File: config.mk
export PLATFORM = sky130hd
export DESIGN_NAME = tsr_regs
export DESIGN_NICKNAME = d
export VERILOG_FILES = /design/src/tsr_byte.v /design/src/tsr_cmp.v /design/src/tsr_regs.v
export VERILOG_INCLUDE_DIRS = /design/src
export SDC_FILE = /design/constraint.sdc
export NUM_CORES = 1
export LEC_CHECK = 0
export BUFFER_PORTS_ARGS = -buffer_cell sky130_fd_sc_hd__buf_2
export CORE_ASPECT_RATIO = 1.5
export CORE_MARGIN = 5
export CORE_UTILIZATION = 62
export CTS_CLUSTER_SIZE = 10
export DETAILED_ROUTE_END_ITERATION = 8
export PLACE_DENSITY_LB_ADDON = 0.2
export SYNTH_ARGS = -nofsm -noshare
export SYNTH_HDL_FRONTEND = slang
export SYNTH_SLANG_ARGS = --single-unit
File: constraint.sdc
create_clock -name clk_in -period 6.7 [get_ports clk_in]
set_clock_uncertainty 0.1 [all_clocks]
set_input_delay 0.335 -clock clk_in [delete_from_list [all_inputs] [get_ports clk_in]]
set_output_delay 0.335 -clock clk_in [all_outputs]
set_load 0.01 [all_outputs]
File: src/tsr_map.vh
// Register offsets, reset values, field positions and constants of the sensor register bank
`ifndef TSR_MAP_VH
`define TSR_MAP_VH

// Register offsets seen through the pointer
`define TSR_ADDR_RES_HI 8'h00
`define TSR_ADDR_RES_LO 8'h01
`define TSR_ADDR_STATUS 8'h02
`define TSR_ADDR_CONFIG 8'h03
`define TSR_ADDR_UP_HI 8'h04
`define TSR_ADDR_UP_LO 8'h05
`define TSR_ADDR_BOT_HI 8'h06
`define TSR_ADDR_BOT_LO 8'h07
`define TSR_ADDR_SEV_HI 8'h08
`define TSR_ADDR_SEV_LO 8'h09
`define TSR_ADDR_MARGIN 8'h0a
`define TSR_ADDR_IDENT 8'h0b
`define TSR_ADDR_RSV_A 8'h0c
`define TSR_ADDR_RSV_B 8'h0d
`define TSR_ADDR_RSV_C 8'h2e
`define TSR_ADDR_SOFT_RST 8'h2f

// Power-on values
`define TSR_RST_POINTER 8'h00
`define TSR_RST_RESULT 16'h0000
`define TSR_RST_STATUS 8'h00
`define TSR_RST_CONFIG 8'h00
`define TSR_RST_UP_HI 8'h20
`define TSR_RST_UP_LO 8'h00
`define TSR_RST_BOT_HI 8'h05
`define TSR_RST_BOT_LO 8'h00
`define TSR_RST_SEV_HI 8'h49
`define TSR_RST_SEV_LO 8'h80
`define TSR_RST_MARGIN 8'h05
`define TSR_RSV_READ 8'h00

// Writable bank: eight bytes from the configuration offset upward
`define TSR_NUM_WR 8
`define TSR_RST_WR_ALL {`TSR_RST_MARGIN, `TSR_RST_SEV_LO, `TSR_RST_SEV_HI, `TSR_RST_BOT_LO, \
	`TSR_RST_BOT_HI, `TSR_RST_UP_LO, `TSR_RST_UP_HI, `TSR_RST_CONFIG}

// Configuration fields
`define TSR_CFG_RES_BIT 7
`define TSR_CFG_MODE_HI 6
`define TSR_CFG_MODE_LO 5
`define TSR_CFG_CMP_BIT 4
`define TSR_MODE_ONESHOT 2'b01
`define TSR_MODE_1SPS 2'b10

// Status fields
`define TSR_STAT_BOT_BIT 4
`define TSR_STAT_UP_BIT 5
`define TSR_STAT_SEV_BIT 6
`define TSR_STAT_RDYN_BIT 7

// Result flag positions in 13-bit resolution
`define TSR_FLAG_BOT_BIT 0
`define TSR_FLAG_UP_BIT 1
`define TSR_FLAG_SEV_BIT 2
`define TSR_COARSE_MASK 16'hfff8

// Margin is whole degrees; one degree is 128 result counts
`define TSR_MARGIN_SHIFT 7

`endif

File: src/tsr_byte.v
// One writable byte register with power-on and soft reset value
`timescale 1ns/1ps
`default_nettype none

module tsr_byte #(
	parameter [7:0] RESET_VAL = 8'h00
) (
	input wire clk_in,
	input wire reset_in,
	input wire clear_in,
	input wire load_in,
	input wire [7:0] data_in,
	output wire [7:0] value_out
);

	reg [7:0] value_ff; // Stored byte

	// Reset and soft clear load the default, else take a host write
	always @(posedge clk_in) begin
		if (reset_in || clear_in) begin
			value_ff <= RESET_VAL;
		end else if (load_in) begin
			value_ff <= data_in;
		end
	end

	assign value_out = value_ff;

endmodule // tsr_byte

`default_nettype wire

File: src/tsr_cmp.v
// Signed limit compare with hysteresis return point
`timescale 1ns/1ps
`default_nettype none

module tsr_cmp #(
	parameter ABOVE = 1
) (
	input wire [15:0] temp_in,
	input wire [15:0] limit_in,
	input wire [7:0] margin_in,
	output wire beyond_out,
	output wire settled_out
);

	wire signed [17:0] temp_s; // Sign-extended reading
	wire signed [17:0] limit_s; // Sign-extended limit
	wire signed [17:0] margin_s; // Margin in result counts
	wire signed [17:0] back_s; // Return point

	assign temp_s = {{2{temp_in[15]}}, temp_in};
	assign limit_s = {{2{limit_in[15]}}, limit_in};
	assign margin_s = {3'b000, margin_in, 7'b0000000};
	assign back_s = ABOVE ? (limit_s - margin_s) : (limit_s + margin_s);

	// Above-side limit trips high, below-side trips low
	assign beyond_out = ABOVE ? (temp_s > limit_s) : (temp_s < limit_s);
	assign settled_out = ABOVE ? (temp_s < back_s) : (temp_s > back_s);

endmodule // tsr_cmp

`default_nettype wire

File: src/tsr_regs.v
// Register bank of the temperature sensor behind a byte-wide host port
`timescale 1ns/1ps
`default_nettype none
`include "tsr_map.vh"

module tsr_regs #(
	parameter [7:0] IDENT_VAL = 8'h5a // Identity byte, value arbitrary
) (
	input wire clk_in,
	input wire reset_in,
	input wire host_start_in, // Pulse: a write transaction begins
	input wire host_wr_in, // Pulse: one byte written
	input wire [7:0] host_wdata_in, // Written byte
	input wire host_rd_in, // Pulse: one byte read
	input wire conv_valid_in, // Pulse: new conversion result
	input wire [15:0] conv_data_in, // 16-bit two's complement reading
	output wire [7:0] host_rdata_out, // Read byte
	output wire host_rvalid_out, // Pulse: read byte valid
	output wire [7:0] config_out, // Configuration byte
	output wire [7:0] status_out, // Status byte
	output wire mode_kick_out // Pulse: operation mode rewritten
);

	// Defaults of the writable bank, configuration byte lowest
	localparam [`TSR_NUM_WR*8-1:0] BANK_RST = `TSR_RST_WR_ALL;

	// Host-side state
	reg [7:0] pointer_bits_ff; // Register pointer
	reg [7:0] nxt_pointer_bits;
	reg first_byte_ff; // Next write is the pointer byte
	reg nxt_first_byte;
	reg [7:0] rdata_ff; // Read data
	reg [7:0] nxt_rdata;
	reg rvalid_ff; // Read data valid
	reg soft_clear_ff; // Soft reset pulse to writable bank
	reg kick_ff; // Mode write pulse

	// Measurement state
	reg [15:0] result_ff; // Stored result word
	reg [15:0] nxt_result;
	reg [2:0] alarm_ff; // Status alarms: severe, upper, bottom
	reg [2:0] nxt_alarm;
	reg ready_n_ff; // Active-low result pending
	reg nxt_ready_n;
	reg [7:0] status_byte; // Status byte as the host sees it

	// Decoded strobes
	wire data_wr; // Write of register data
	wire ptr_wr; // Write of the pointer
	wire read_now; // Read accepted this cycle
	wire soft_hit; // Write to soft reset location
	wire cfg_wr; // Write to configuration
	wire [`TSR_NUM_WR*8-1:0] wr_bank; // Writable bytes, packed
	wire [7:0] cfg_byte;
	wire [15:0] up_limit;
	wire [15:0] bot_limit;
	wire [15:0] sev_limit;
	wire [7:0] margin;
	wire [15:0] cmp_temp; // Reading as compared
	wire [2:0] beyond; // Severe, upper, bottom exceeded
	wire [2:0] settled; // Back inside with margin
	wire [1:0] new_mode; // Mode bits being written
	wire stat_rd; // Status byte read this cycle
	wire res_rd; // Result byte read this cycle
	wire [7:0] rst_status; // Power-on status image

	// Write of data only after the pointer byte
	assign ptr_wr = host_wr_in && (first_byte_ff || host_start_in);
	assign data_wr = host_wr_in && !ptr_wr;
	// A write in the same cycle takes priority over a read
	assign read_now = host_rd_in && !host_wr_in;
	assign soft_hit = data_wr && (pointer_bits_ff == `TSR_ADDR_SOFT_RST);
	assign cfg_wr = data_wr && (pointer_bits_ff == `TSR_ADDR_CONFIG);
	assign new_mode = host_wdata_in[`TSR_CFG_MODE_HI:`TSR_CFG_MODE_LO];
	// Reads that clear the alarms or raise the pending bit
	assign stat_rd = read_now && (pointer_bits_ff == `TSR_ADDR_STATUS);
	assign res_rd = read_now && ((pointer_bits_ff == `TSR_ADDR_RES_HI) ||
		(pointer_bits_ff == `TSR_ADDR_RES_LO));
	// Reset image of the status byte, one bit per flag
	assign rst_status = `TSR_RST_STATUS;

	// Writable bytes 0x03..0x0a, one instance each
	genvar gi;
	generate
		for (gi = 0; gi < `TSR_NUM_WR; gi = gi + 1) begin : g_wr
			wire hit; // This byte addressed
			assign hit = data_wr && (pointer_bits_ff == (`TSR_ADDR_CONFIG + gi));
			// Soft clear is a flop away from the write, so defaults land on the second edge
			tsr_byte #(
				.RESET_VAL(BANK_RST[gi*8 +: 8])
			) u_byte (
				.clk_in(clk_in),
				.reset_in(reset_in),
				.clear_in(soft_clear_ff),
				.load_in(hit),
				.data_in(host_wdata_in),
				.value_out(wr_bank[gi*8 +: 8])
			);
		end
	endgenerate

	// Unpack bank
	assign cfg_byte = wr_bank[7:0];
	assign up_limit = {wr_bank[15:8], wr_bank[23:16]};
	assign bot_limit = {wr_bank[31:24], wr_bank[39:32]};
	assign sev_limit = {wr_bank[47:40], wr_bank[55:48]};
	assign margin = wr_bank[63:56];

	// Coarse compare in 13-bit mode, full in 16-bit mode
	assign cmp_temp = cfg_byte[`TSR_CFG_RES_BIT] ? conv_data_in :
		(conv_data_in & `TSR_COARSE_MASK);

	// Limit compares
	tsr_cmp #(
		.ABOVE(1)
	) u_cmp_sev (
		.temp_in(cmp_temp),
		.limit_in(sev_limit),
		.margin_in(margin),
		.beyond_out(beyond[2]),
		.settled_out(settled[2])
	);

	tsr_cmp #(
		.ABOVE(1)
	) u_cmp_up (
		.temp_in(cmp_temp),
		.limit_in(up_limit),
		.margin_in(margin),
		.beyond_out(beyond[1]),
		.settled_out(settled[1])
	);

	tsr_cmp #(
		.ABOVE(0)
	) u_cmp_bot (
		.temp_in(cmp_temp),
		.limit_in(bot_limit),
		.margin_in(margin),
		.beyond_out(beyond[0]),
		.settled_out(settled[0])
	);

	// Pointer and transaction tracking
	always @* begin
		nxt_pointer_bits = pointer_bits_ff;
		nxt_first_byte = first_byte_ff;
		if (host_start_in) begin
			// New write transaction: first byte is pointer
			nxt_first_byte = 1'b1;
		end
		if (ptr_wr) begin
			// Full eight bits load the pointer
			nxt_pointer_bits = host_wdata_in;
			nxt_first_byte = 1'b0;
		end else if (data_wr || read_now) begin
			// Auto-increment after each data byte
			nxt_pointer_bits = pointer_bits_ff + 8'h01;
		end
		if (soft_hit) begin
			// Soft reset returns the pointer home
			nxt_pointer_bits = `TSR_RST_POINTER;
		end
	end

	// Read multiplexer over the sixteen locations
	always @* begin
		case (pointer_bits_ff)
			`TSR_ADDR_RES_HI: nxt_rdata = result_ff[15:8];
			`TSR_ADDR_RES_LO: nxt_rdata = result_ff[7:0];
			`TSR_ADDR_STATUS: nxt_rdata = status_out;
			`TSR_ADDR_IDENT: nxt_rdata = IDENT_VAL;
			`TSR_ADDR_CONFIG,
			`TSR_ADDR_UP_HI,
			`TSR_ADDR_UP_LO,
			`TSR_ADDR_BOT_HI,
			`TSR_ADDR_BOT_LO,
			`TSR_ADDR_SEV_HI,
			`TSR_ADDR_SEV_LO,
			`TSR_ADDR_MARGIN: nxt_rdata = wr_bank[(pointer_bits_ff - `TSR_ADDR_CONFIG) * 8 +: 8];
			// Reserved and soft reset read a fixed value
			default: nxt_rdata = `TSR_RSV_READ;
		endcase
	end

	// Result word, flags merged per resolution
	always @* begin
		nxt_result = result_ff;
		if (conv_valid_in) begin
			nxt_result = conv_data_in;
			if (!cfg_byte[`TSR_CFG_RES_BIT]) begin
				// 13-bit: low bits become flags
				nxt_result[2:0] = 3'b000;
				if (cfg_byte[`TSR_CFG_CMP_BIT]) begin
					// Comparator mode only, bit 4 set
					nxt_result[`TSR_FLAG_BOT_BIT] = beyond[0];
					nxt_result[`TSR_FLAG_UP_BIT] = beyond[1];
					nxt_result[`TSR_FLAG_SEV_BIT] = beyond[2];
				end
			end
			// 16-bit: low bits stay as reading bits
		end
	end

	// Status alarms: set wins over read clear
	always @* begin
		nxt_alarm = alarm_ff;
		if (stat_rd) begin
			nxt_alarm = 3'b000;
		end
		if (conv_valid_in) begin
			// Back inside limits less margin clears, new trip sets
			nxt_alarm = (nxt_alarm & ~settled) | beyond;
		end
	end

	// Pending bit, new result wins over raise
	always @* begin
		nxt_ready_n = ready_n_ff;
		if (res_rd) begin
			nxt_ready_n = 1'b1;
		end
		if (cfg_wr && ((new_mode == `TSR_MODE_ONESHOT) || (new_mode == `TSR_MODE_1SPS))) begin
			nxt_ready_n = 1'b1;
		end
		if (conv_valid_in) begin
			nxt_ready_n = 1'b0;
		end
	end

	// Host-side registers
	always @(posedge clk_in) begin
		if (reset_in) begin
			pointer_bits_ff <= `TSR_RST_POINTER;
			first_byte_ff <= 1'b0;
			rdata_ff <= 8'h00;
			rvalid_ff <= 1'b0;
			soft_clear_ff <= 1'b0;
			kick_ff <= 1'b0;
		end else begin
			pointer_bits_ff <= nxt_pointer_bits;
			first_byte_ff <= nxt_first_byte;
			rvalid_ff <= read_now;
			soft_clear_ff <= soft_hit;
			kick_ff <= cfg_wr;
			if (read_now) begin
				rdata_ff <= nxt_rdata;
			end
		end
	end

	// Measurement registers
	always @(posedge clk_in) begin
		if (reset_in) begin
			result_ff <= `TSR_RST_RESULT;
			alarm_ff <= rst_status[`TSR_STAT_SEV_BIT:`TSR_STAT_BOT_BIT];
			ready_n_ff <= rst_status[`TSR_STAT_RDYN_BIT];
		end else begin
			result_ff <= nxt_result;
			alarm_ff <= nxt_alarm;
			ready_n_ff <= nxt_ready_n;
		end
	end

	// Outputs straight from flops
	assign host_rdata_out = rdata_ff;
	assign host_rvalid_out = rvalid_ff;
	assign config_out = cfg_byte;
	// Status layout, low nibble zero
	assign status_out = status_byte;
	assign mode_kick_out = kick_ff;

	// Status flags placed at their field positions
	always @* begin
		status_byte = 8'h00; // Unused low bits read zero
		status_byte[`TSR_STAT_RDYN_BIT] = ready_n_ff;
		status_byte[`TSR_STAT_SEV_BIT] = alarm_ff[2];
		status_byte[`TSR_STAT_UP_BIT] = alarm_ff[1];
		status_byte[`TSR_STAT_BOT_BIT] = alarm_ff[0];
	end

endmodule // tsr_regs

`default_nettype wire

==> impl_summary.log, run 1 <==
[metrics] result of the run: completed
[metrics] largest net degree at the start of global routing: 56
[metrics] number of storage elements in the synthesis netlist: approximately 100
[metrics] first-pass GRT wire length: ~38000 um
[metrics] vias in the first global route: 7000
[metrics] top-level port count: 56
[metrics] most used flip-flop cell after synthesis: dfxtp_1
[metrics] Synth Instances: 881
[metrics] area of the core: about 12000 um2
[metrics] Site Rows: 49
[metrics] endpoint required time on the critical path: 6830 ps
[metrics] Post-Layout Inst Area: around 8200 um2
[metrics] Wirelength per Cell: approximately 23 um
[metrics] aggregate routed wire length: ~24000 um
[metrics] worst r2r src: g_wr[7].u_byte.value_out[0]
[metrics] number of nets in the layout: between 1000 and 1500
[metrics] critical hold path startpoint: host_wr_in
[metrics] start-to-end type of the worst setup path: reg2reg
[metrics] hold buffer count at cts: 0
[metrics] logic depth of the worst register-to-register path: 14
[metrics] final count of negative-setup-slack endpoints: 0
[metrics] worst-case hold path end point: first_byte_ff
[metrics] crit path DAT: about 3700 ps
[metrics] ANT nets after route: 0
[metrics] power density over the cells: 178.1 nW/um2
[metrics] most frequent standard cell in the layout excluding fill and tap cells: ha_1
[metrics] count of routing violations after the opening detailed-route iteration: between 300 and 400
[metrics] Cell Area, Placed: 7920 um2
[metrics] average cell area after synthesis: between 8 and 9 um2
[metrics] number of flops mapped to enable cells by yosys: 0
[metrics] Max Buffers Root-to-Sink: 2
[metrics] detailed-placement wirelength estimate: 18830 um
[metrics] Worst path top cell family by delay: compound AO/OA/AOI/OAI gates
[metrics] Syn Std Cell Area: between 7000 and 8000 um2
[metrics] Post-route DRC: 0
[metrics] worst-path fanout max: 5
[metrics] crit share post-route: 53.33%
[metrics] TritonCTS clock tree: done
[metrics] root buffer selected by CTS: clkbuf_16
[metrics] Worst setup startpoint: g_wr[7].u_byte.value_out[0]
[metrics] crit-path cells: ha_1 -> inv_1 -> fa_1 -> a21oi_1 -> nor2_1 -> nor2_1 -> o21ai_0 -> o41ai_1 -> xnor2_1 -> ha_1 -> a2111oi_0 -> nand4_1 -> a31oi_1 -> o32ai_1
[metrics] CTS HTree Levels: 3
[metrics] static leakage power: between 3 and 4 nW
[metrics] number of inserted filler cells in the final layout: 1023
[metrics] warning count from the yosys run: 0
[metrics] proportion of layout cells with a drive suffix above 1: between 10% and 20%
[metrics] Max Cap Viol: 0
[metrics] startpoint type of the worst setup path: flip-flop
[metrics] number of max-slew violations in the final report: 0
[metrics] clk_lat worst skew: approximately 360 ps
[metrics] number of clock sinks seen by CTS: ~100
[metrics] setup repair after global routing missed its margin: false
[metrics] Sequential cell area: 2082 um2
[metrics] P&R area growth vs syn: 7.280%
[metrics] Via density: ~6.6
[metrics] reg2reg setup slack: ~3100 ps
[metrics] final hold violations: 0
[metrics] total negative slack: 0 ps
[metrics] Critical R2R Capture: alarm_ff[1]
[metrics] highest achievable clock rate: about 0.28 GHz
[metrics] Critical Path Slowest Stage Cell: a2111oi_0
[metrics] CP peak stage delay: 570 ps
[metrics] WP buf/inv: 1
[metrics] Clk pin slew, worst setup/hold paths: roughly 80 ps
[metrics] number of setup buffers added after CTS: 0
[metrics] port buffer count: between 50 and 60
[metrics] Die Ht: between 100 and 150 um
[metrics] Min-Delay Path Class: in2reg
[metrics] Gates resized, CTS repair: 0
[metrics] Initial DRT Pass Iterations: 5
[metrics] headroom to the max-slew limit: between 20% and 30%
[metrics] GRT Resource Usage Total: about 33%
[metrics] share of synthesized registers carrying an async set or reset: 0%
[metrics] Worst Max-Slew Pin Slew: around 1100 ps
[metrics] number of library cell types mapped by synthesis: 63
[metrics] Starting Density: a little under two thirds
[metrics] multi-input logic area: approximately 5100 um2
[metrics] portion of the post-synthesis area used by sequential elements: 27.16%
[metrics] die outline width: just over 100 um
[metrics] post-route minimum period: about 3600 ps
[metrics] maximum ir drop on the vdd rail: between 0.00015 and 0.0002 V
[metrics] cell depth of the worst min-delay path: 2
[metrics] Num CTS Buffers: 9
[metrics] routed via count: approximately 7000
[metrics] final estimated routing congestion in global placement: ~0.96
[metrics] CP endpoint kind: flip-flop
[metrics] antenna diode instance count: 0
[metrics] Die Footprint: 14730 um2
[metrics] most frequent cells in the layout: ha_1 (106), dfxtp_1 (104), nor2_1 (94)
[metrics] total global routing overflow: 0
[metrics] initial antenna violation count: 0
[registers in the layout (all words and copies together), names as in the netlist]
signal and count:
g_wr.u_byte.value_out 64, result_ff 16, host_rdata_out 8, pointer_bits_ff 8, alarm_ff 3, first_byte_ff 1
host_rvalid_out 1, mode_kick_out 1, ready_n_ff 1, soft_clear_ff 1
[worst max path at each step]
| stage | cells after the start | to |
|---|---|---|
| 2_1_floorplan | 16 | alarm_ff[2] |
| 3_3_place_gp | 14 | alarm_ff[1] |
| 3_5_place_dp | 14 | alarm_ff[1] |
| 4_1_cts | 14 | alarm_ff[1] |
| 5_1_grt | 14 | alarm_ff[1] |
| 6_report | 14 | alarm_ff[1] |
[metrics by stage]
stage	total power, mW	hold WS (ps)	setup slack, ps	util, %	instances
global route	1.513	129.6	2744	68.08	1058
detailed placement	0.9106	350.8	3168	65.58	1043
floorplan	0.8319	314.3	3559	-	884
CTS	1.460	114.7	3149	68.08	1058
global placement	0.9027	349.1	3294	65.58	1043
finish	1.464	114.8	3127	68.08	1058
[area by class of cell]
class	instances	area share, %
Inverter	74	3.378
Timing Repair Buffer	52	3.195
Sequential cell	104	25.32
Clock inverter	6	0.9434
Multi-Input combinational cell	660	62.10
Tap cell	153	2.328
Clock buffer	9	2.739
[layer usage]
metal | share of wire, % | vias up | GRT usage, %
met5 | 0 | - | 0
met1 | 37 | 3338 | 39.83
met3 | 7.1 | 121 | 5.489
met4 | 8.3 | 0 | 23.33
li1 | - | 3195 | -
met2 | 48 | 341 | 53.89
[cell usage after synthesis, types with 4 or more instances]
library cell,n,area [um2]
o221ai_1,4,35.03
nor3_1,12,60.06
o211ai_1,4,30.03
buf_4,7,52.55
ha_1,106,1326
o21ai_0,33,165.2
or2_2,4,25.02
nand2_4,7,78.83
xor2_1,8,70.07
xnor2_1,15,131.4
buf_1,6,22.52
a22oi_1,10,75.07
nand2_1,51,191.4
a21o_1,5,37.54
and2_1,5,31.28
o41ai_1,4,35.03
mux2i_1,73,730.7
clkbuf_1,29,108.9
mux4_2,16,360.4
inv_1,74,277.8
nor2b_1,9,56.30
a21oi_1,52,260.3
nand3_1,33,165.2
o32ai_1,5,43.79
nand2b_1,11,68.82
nand4_1,21,131.4
a31oi_1,6,37.54
dfxtp_1,104,2082
nor2_1,94,352.8
a211oi_1,15,112.6
[power by group]
part	internal, mW	leakage, nW	switching, mW
Sequential	0.631	0.843	0.0188
Combinational	0.0964	2.86	0.156
Clock	0.295	0.146	0.267
[kinds of logic after synthesis]
logic type	count (synthesis)	share of synthesized area (%)
flops	104	27.16
mux	89	14.23
fa+ha+maj	109	18.09
buf+inv	120	6.366
simple gates	264	16.93
xor+xnor	24	2.840
compound gates	170	14.33
other cells	1	0.04892
(Power assumes the default switching activity.)
==> run 2, diff against run 1 <==
--- a/config.mk
+++ b/config.mk
@@ -6,10 +6,11 @@
 export SDC_FILE = /design/constraint.sdc
 export NUM_CORES = 1
 export LEC_CHECK = 0
+export ABC_AREA = 1
 export BUFFER_PORTS_ARGS = -buffer_cell sky130_fd_sc_hd__buf_2
 export CORE_ASPECT_RATIO = 1.5
 export CORE_MARGIN = 5
-export CORE_UTILIZATION = 62
+export CORE_UTILIZATION = 56
 export CTS_CLUSTER_SIZE = 10
 export DETAILED_ROUTE_END_ITERATION = 8
 export PLACE_DENSITY_LB_ADDON = 0.2
==> constraint.sdc (replaced) <==
create_clock -name clk_in -period 2.9 [get_ports clk_in]
set_clock_uncertainty 0.1 [all_clocks]
set_input_delay 0.145 -clock clk_in [delete_from_list [all_inputs] [get_ports clk_in]]
set_output_delay 0.145 -clock clk_in [all_outputs]
set_load 0.01 [all_outputs]
==> impl_summary.log, run 2 <==
[metrics] TritonCTS clock tree: done
[metrics] CP endpoint kind: flip-flop
[metrics] Post-route DRC: 0 (unchanged)
[metrics] Syn Std Cell Area: 8056 um2 (+5.1%)
[metrics] CTS HTree Levels: 3 (unchanged)
[metrics] ANT nets after route: 0 (unchanged)
[metrics] share of synthesized registers carrying an async set or reset: 0% (unchanged)
[metrics] Layout Utilization: 65.92% (-2.2 points)
[metrics] most utilized layer in the global route result: met2
[metrics] result of the run: completed
[metrics] Clk pin slew, worst setup/hold paths: 80 ps (about the same)
[metrics] P&R area growth vs syn: 15.03%
[metrics] count of routing violations after the opening detailed-route iteration: 617 (+55%)
[metrics] most frequent cells in the layout: nand2_1 (233), a21oi_1 (153), inv_1 (142)
[metrics] detailed-placement wirelength estimate: 21030 um (+12%)
[metrics] crit share post-route: 98.18% (+45 points)
[metrics] crit path DAT: 3040 ps (-660 ps)
[metrics] number of flip-flops in the largest register: 64 (unchanged)
[metrics] total global routing overflow: 0 (unchanged)
[metrics] met1 Resource Use GR: 37.01% (-2.8 points)
[metrics] most used flip-flop cell after synthesis: dfxtp_1
[metrics] setup repair after global routing missed its margin: true
[metrics] area of the core: 14060 um2 (+16%)
[metrics] Max Cap Viol: 0 (unchanged)
[metrics] number of nets in the layout: 1400 (+35%)
[metrics] Synth Instances: 1192 (+35%)
[metrics] number of flops mapped to enable cells by yosys: 0 (unchanged)
[metrics] global routing met3 resource utilization: 4.555% (-0.93 points)
[metrics] leading cell type by number of instances after synthesis: nand2_1
[metrics] Die Footprint: 16940 um2 (+15%)
[metrics] highest achievable clock rate: 0.3512 GHz (+26%)
[metrics] top-level port count: 56 (unchanged)
[metrics] Via density: 5.781 (-13%)
[metrics] die outline width: 107.9 um (+7.1%)
[metrics] number of max-slew violations in the final report: 0 (unchanged)
[metrics] Worst Max-Slew Pin Slew: 670.6 ps (-449.0 ps)
[metrics] static leakage power: 4.370 nW (+14%)
[metrics] antenna diode instance count: 0 (unchanged)
[metrics] Cell Area, Placed: 8615 um2 (+8.8%)
[metrics] port buffer count: 51 (unchanged)
[metrics] library cell with the largest summed area after synthesis: dfxtp_1
[metrics] power density over the cells: 384.4 nW/um2 (+120%)
[metrics] number of storage elements in the synthesis netlist: 104 (unchanged)
[metrics] number of clock sinks seen by CTS: 104 (unchanged)
[metrics] proportion of layout cells with a drive suffix above 1: 15.48% (+4.7 points)
[metrics] post-route minimum period: 2847 ps (-726.2 ps)
[metrics] startpoint type of the worst setup path: flip-flop
[metrics] maximum ir drop on the vdd rail: 0.0003091 V (+74%)
[metrics] endpoint required time on the critical path: 3090 ps (-3740 ps)
[metrics] root buffer selected by CTS: clkbuf_16
[metrics] start-to-end type of the worst setup path: reg2reg
[metrics] Die Ht: 156.9 um (+7.3%)
[metrics] largest net degree at the start of global routing: 58 (+3.6%)
[metrics] Site Rows: 53 (+8.2%)
[metrics] synth cell count leaders: nand2_1 (240), a21oi_1 (159), inv_1 (150)
[metrics] Starting Density: 57.31% (-6.2 points)
[metrics] Wirelength per Cell: 18.87 um (-18%)
[metrics] Max Buffers Root-to-Sink: 2 (unchanged)
[metrics] Num CTS Buffers: 9 (unchanged)
[metrics] hold slack final: 15.11 ps (-99.68 ps)
[metrics] Initial DRT Pass Iterations: 6 (+1)
[metrics] initial antenna violation count: 0 (unchanged)
[metrics] average cell area after synthesis: 6.759 um2 (-22%)
[metrics] final count of negative-setup-slack endpoints: 0 (unchanged)
[metrics] main area contributors after synthesis: dfxtp_1 (26%), ha_1 (16%), nand2_1 (11%), a21oi_1 (9.9%), inv_1 (7.0%)
[metrics] aggregate routed wire length: 27520 um (+14%)
[metrics] fraction of synthesized cell area taken by the top area cell type: 25.84% (-1.3 points)
[metrics] final estimated routing congestion in global placement: 1.034 (+8.1%)
[metrics] warning count from the yosys run: 0 (unchanged)
[metrics] Post-Layout Inst Area: 9268 um2 (+13%)
[metrics] most frequent standard cell in the layout excluding fill and tap cells: nand2_1
[metrics] number of library cell types mapped by synthesis: 43 (-32%)
[metrics] routed via count: 8429 (+21%)
[metrics] global-route met2 utilization: 53.68% (-0.21 points)
[metrics] final hold violations: 0 (unchanged)
[metrics] headroom to the max-slew limit: 55.24% (+31 points)
[metrics] GRT Resource Usage Total: 32.11% (-1.4 points)
[metrics] clk_lat worst skew: 360 ps (about the same)
[metrics] vias in the first global route: 7850 (+12%)
[metrics] first-pass GRT wire length: 41280 um (+8.6%)
[metrics] Min-Delay Path Class: in2reg
[metrics] portion of the post-synthesis area used by sequential elements: 25.84% (-1.3 points)
[metrics] worst-path fanout max: 3 (-2)
[run 2: cell count changes in the layout (fill, tap and decap cells not counted), sizes merged, moves of 11 or more]
| cell | previous run | this run |
|---|---|---|
| nand2 | 58 | 243 |
| a21oi | 52 | 159 |
| inv | 76 | 169 |
| o21ai | 36 | 116 |
| mux2i | 73 | 0 |
| buf | 52 | 88 |
| nor2 | 94 | 117 |
| mux4 | 16 | 0 |
| o211ai | 4 | 16 |
| nand2b | 11 | 0 |
| xor2 | 9 | 20 |
[run 2: cells by family after synthesis]
| family | synth area share, % |
|---|---|
| fa+ha+maj | 17.21 |
| flops | 25.84 |
| simple gates | 22.22 |
| xor+xnor | 2.920 |
| other cells | 0.04655 |
| compound gates | 21.68 |
| buf+inv | 10.08 |
[run 2: path summary, 6_finish.rpt]
kind | start | endpoint | slack [ps] | depth (start not counted)
min reg2reg | result_ff[7] | result_ff[7] | 350 | 2
max reg2reg | g_wr[7].u_byte.value_out[6] | alarm_ff[1] | 50 | 18
min | host_wdata_in[6] | g_wr[5].u_byte.value_out[6] | 20 | 3
max | g_wr[7].u_byte.value_out[6] | alarm_ff[1] | 50 | 18
[run 2: per-stage QoR]
step | setup TNS [ps] | instances | power [mW] | setup slack, ps
global route | -353.6 | 1458 | 3.726 | -151.5
finish | 0 | 1458 | 3.562 | 52.77
CTS | -5.463 | 1452 | 3.528 | -5.463
floorplan | 0 | 1195 | 2.047 | 108.5
global placement | 0 | 1430 | 2.291 | 64.37
detailed placement | -72.38 | 1430 | 2.296 | -49.06
[run 2: power breakdown]
part           total (mW)  switching [mW]  internal [mW]
combinational       0.822           0.552          0.270
clock                1.24           0.630          0.613
sequential           1.50          0.0335           1.46
[run 2: cell type report]
class / count / area, um2
Clock inverter: 7 / 70.07
Timing Repair Buffer: 94 / 609.3
Fill cell: 1317 / 4791
Tap cell: 192 / 240.2
Sequential cell: 104 / 2093
Clock buffer: 9 / 225.2
Multi-Input combinational cell: 888 / 5414
Inverter: 164 / 615.6
[run 2: worst max-delay path, stage by stage (launching register included)]
cell and delay [ps]:
dfxtp_1 370, inv_2 100, ha_1 310, buf_4 160, a21oi_1 140, o211ai_1 160
buf_4 170, xor2_1 140, ha_1 290, nand2_1 70, nor2_2 140, nand2_1 80
nor2_1 90, nand2_1 80, nand3_1 90, nand2_1 50, nand3_1 60, nand2_1 70
a21oi_2 130
[run 2: timing repair]
action | CTS | global route
endpoints found under the hold margin | 7 | 0
pin swaps | 2 | 15
resized for setup | 3 | 57
endpoints found under the setup margin | 3 | 3
buffers inserted | 0 | 6
hold buffers | 6 | 0
[run 2: routing by layer]
layer / routed length (um) / part of all wire, %
met1: 10260 / 37
met2: 13060 / 47
met3: 1959 / 7.1
met4: 2233 / 8.1
met5: 0 / 0
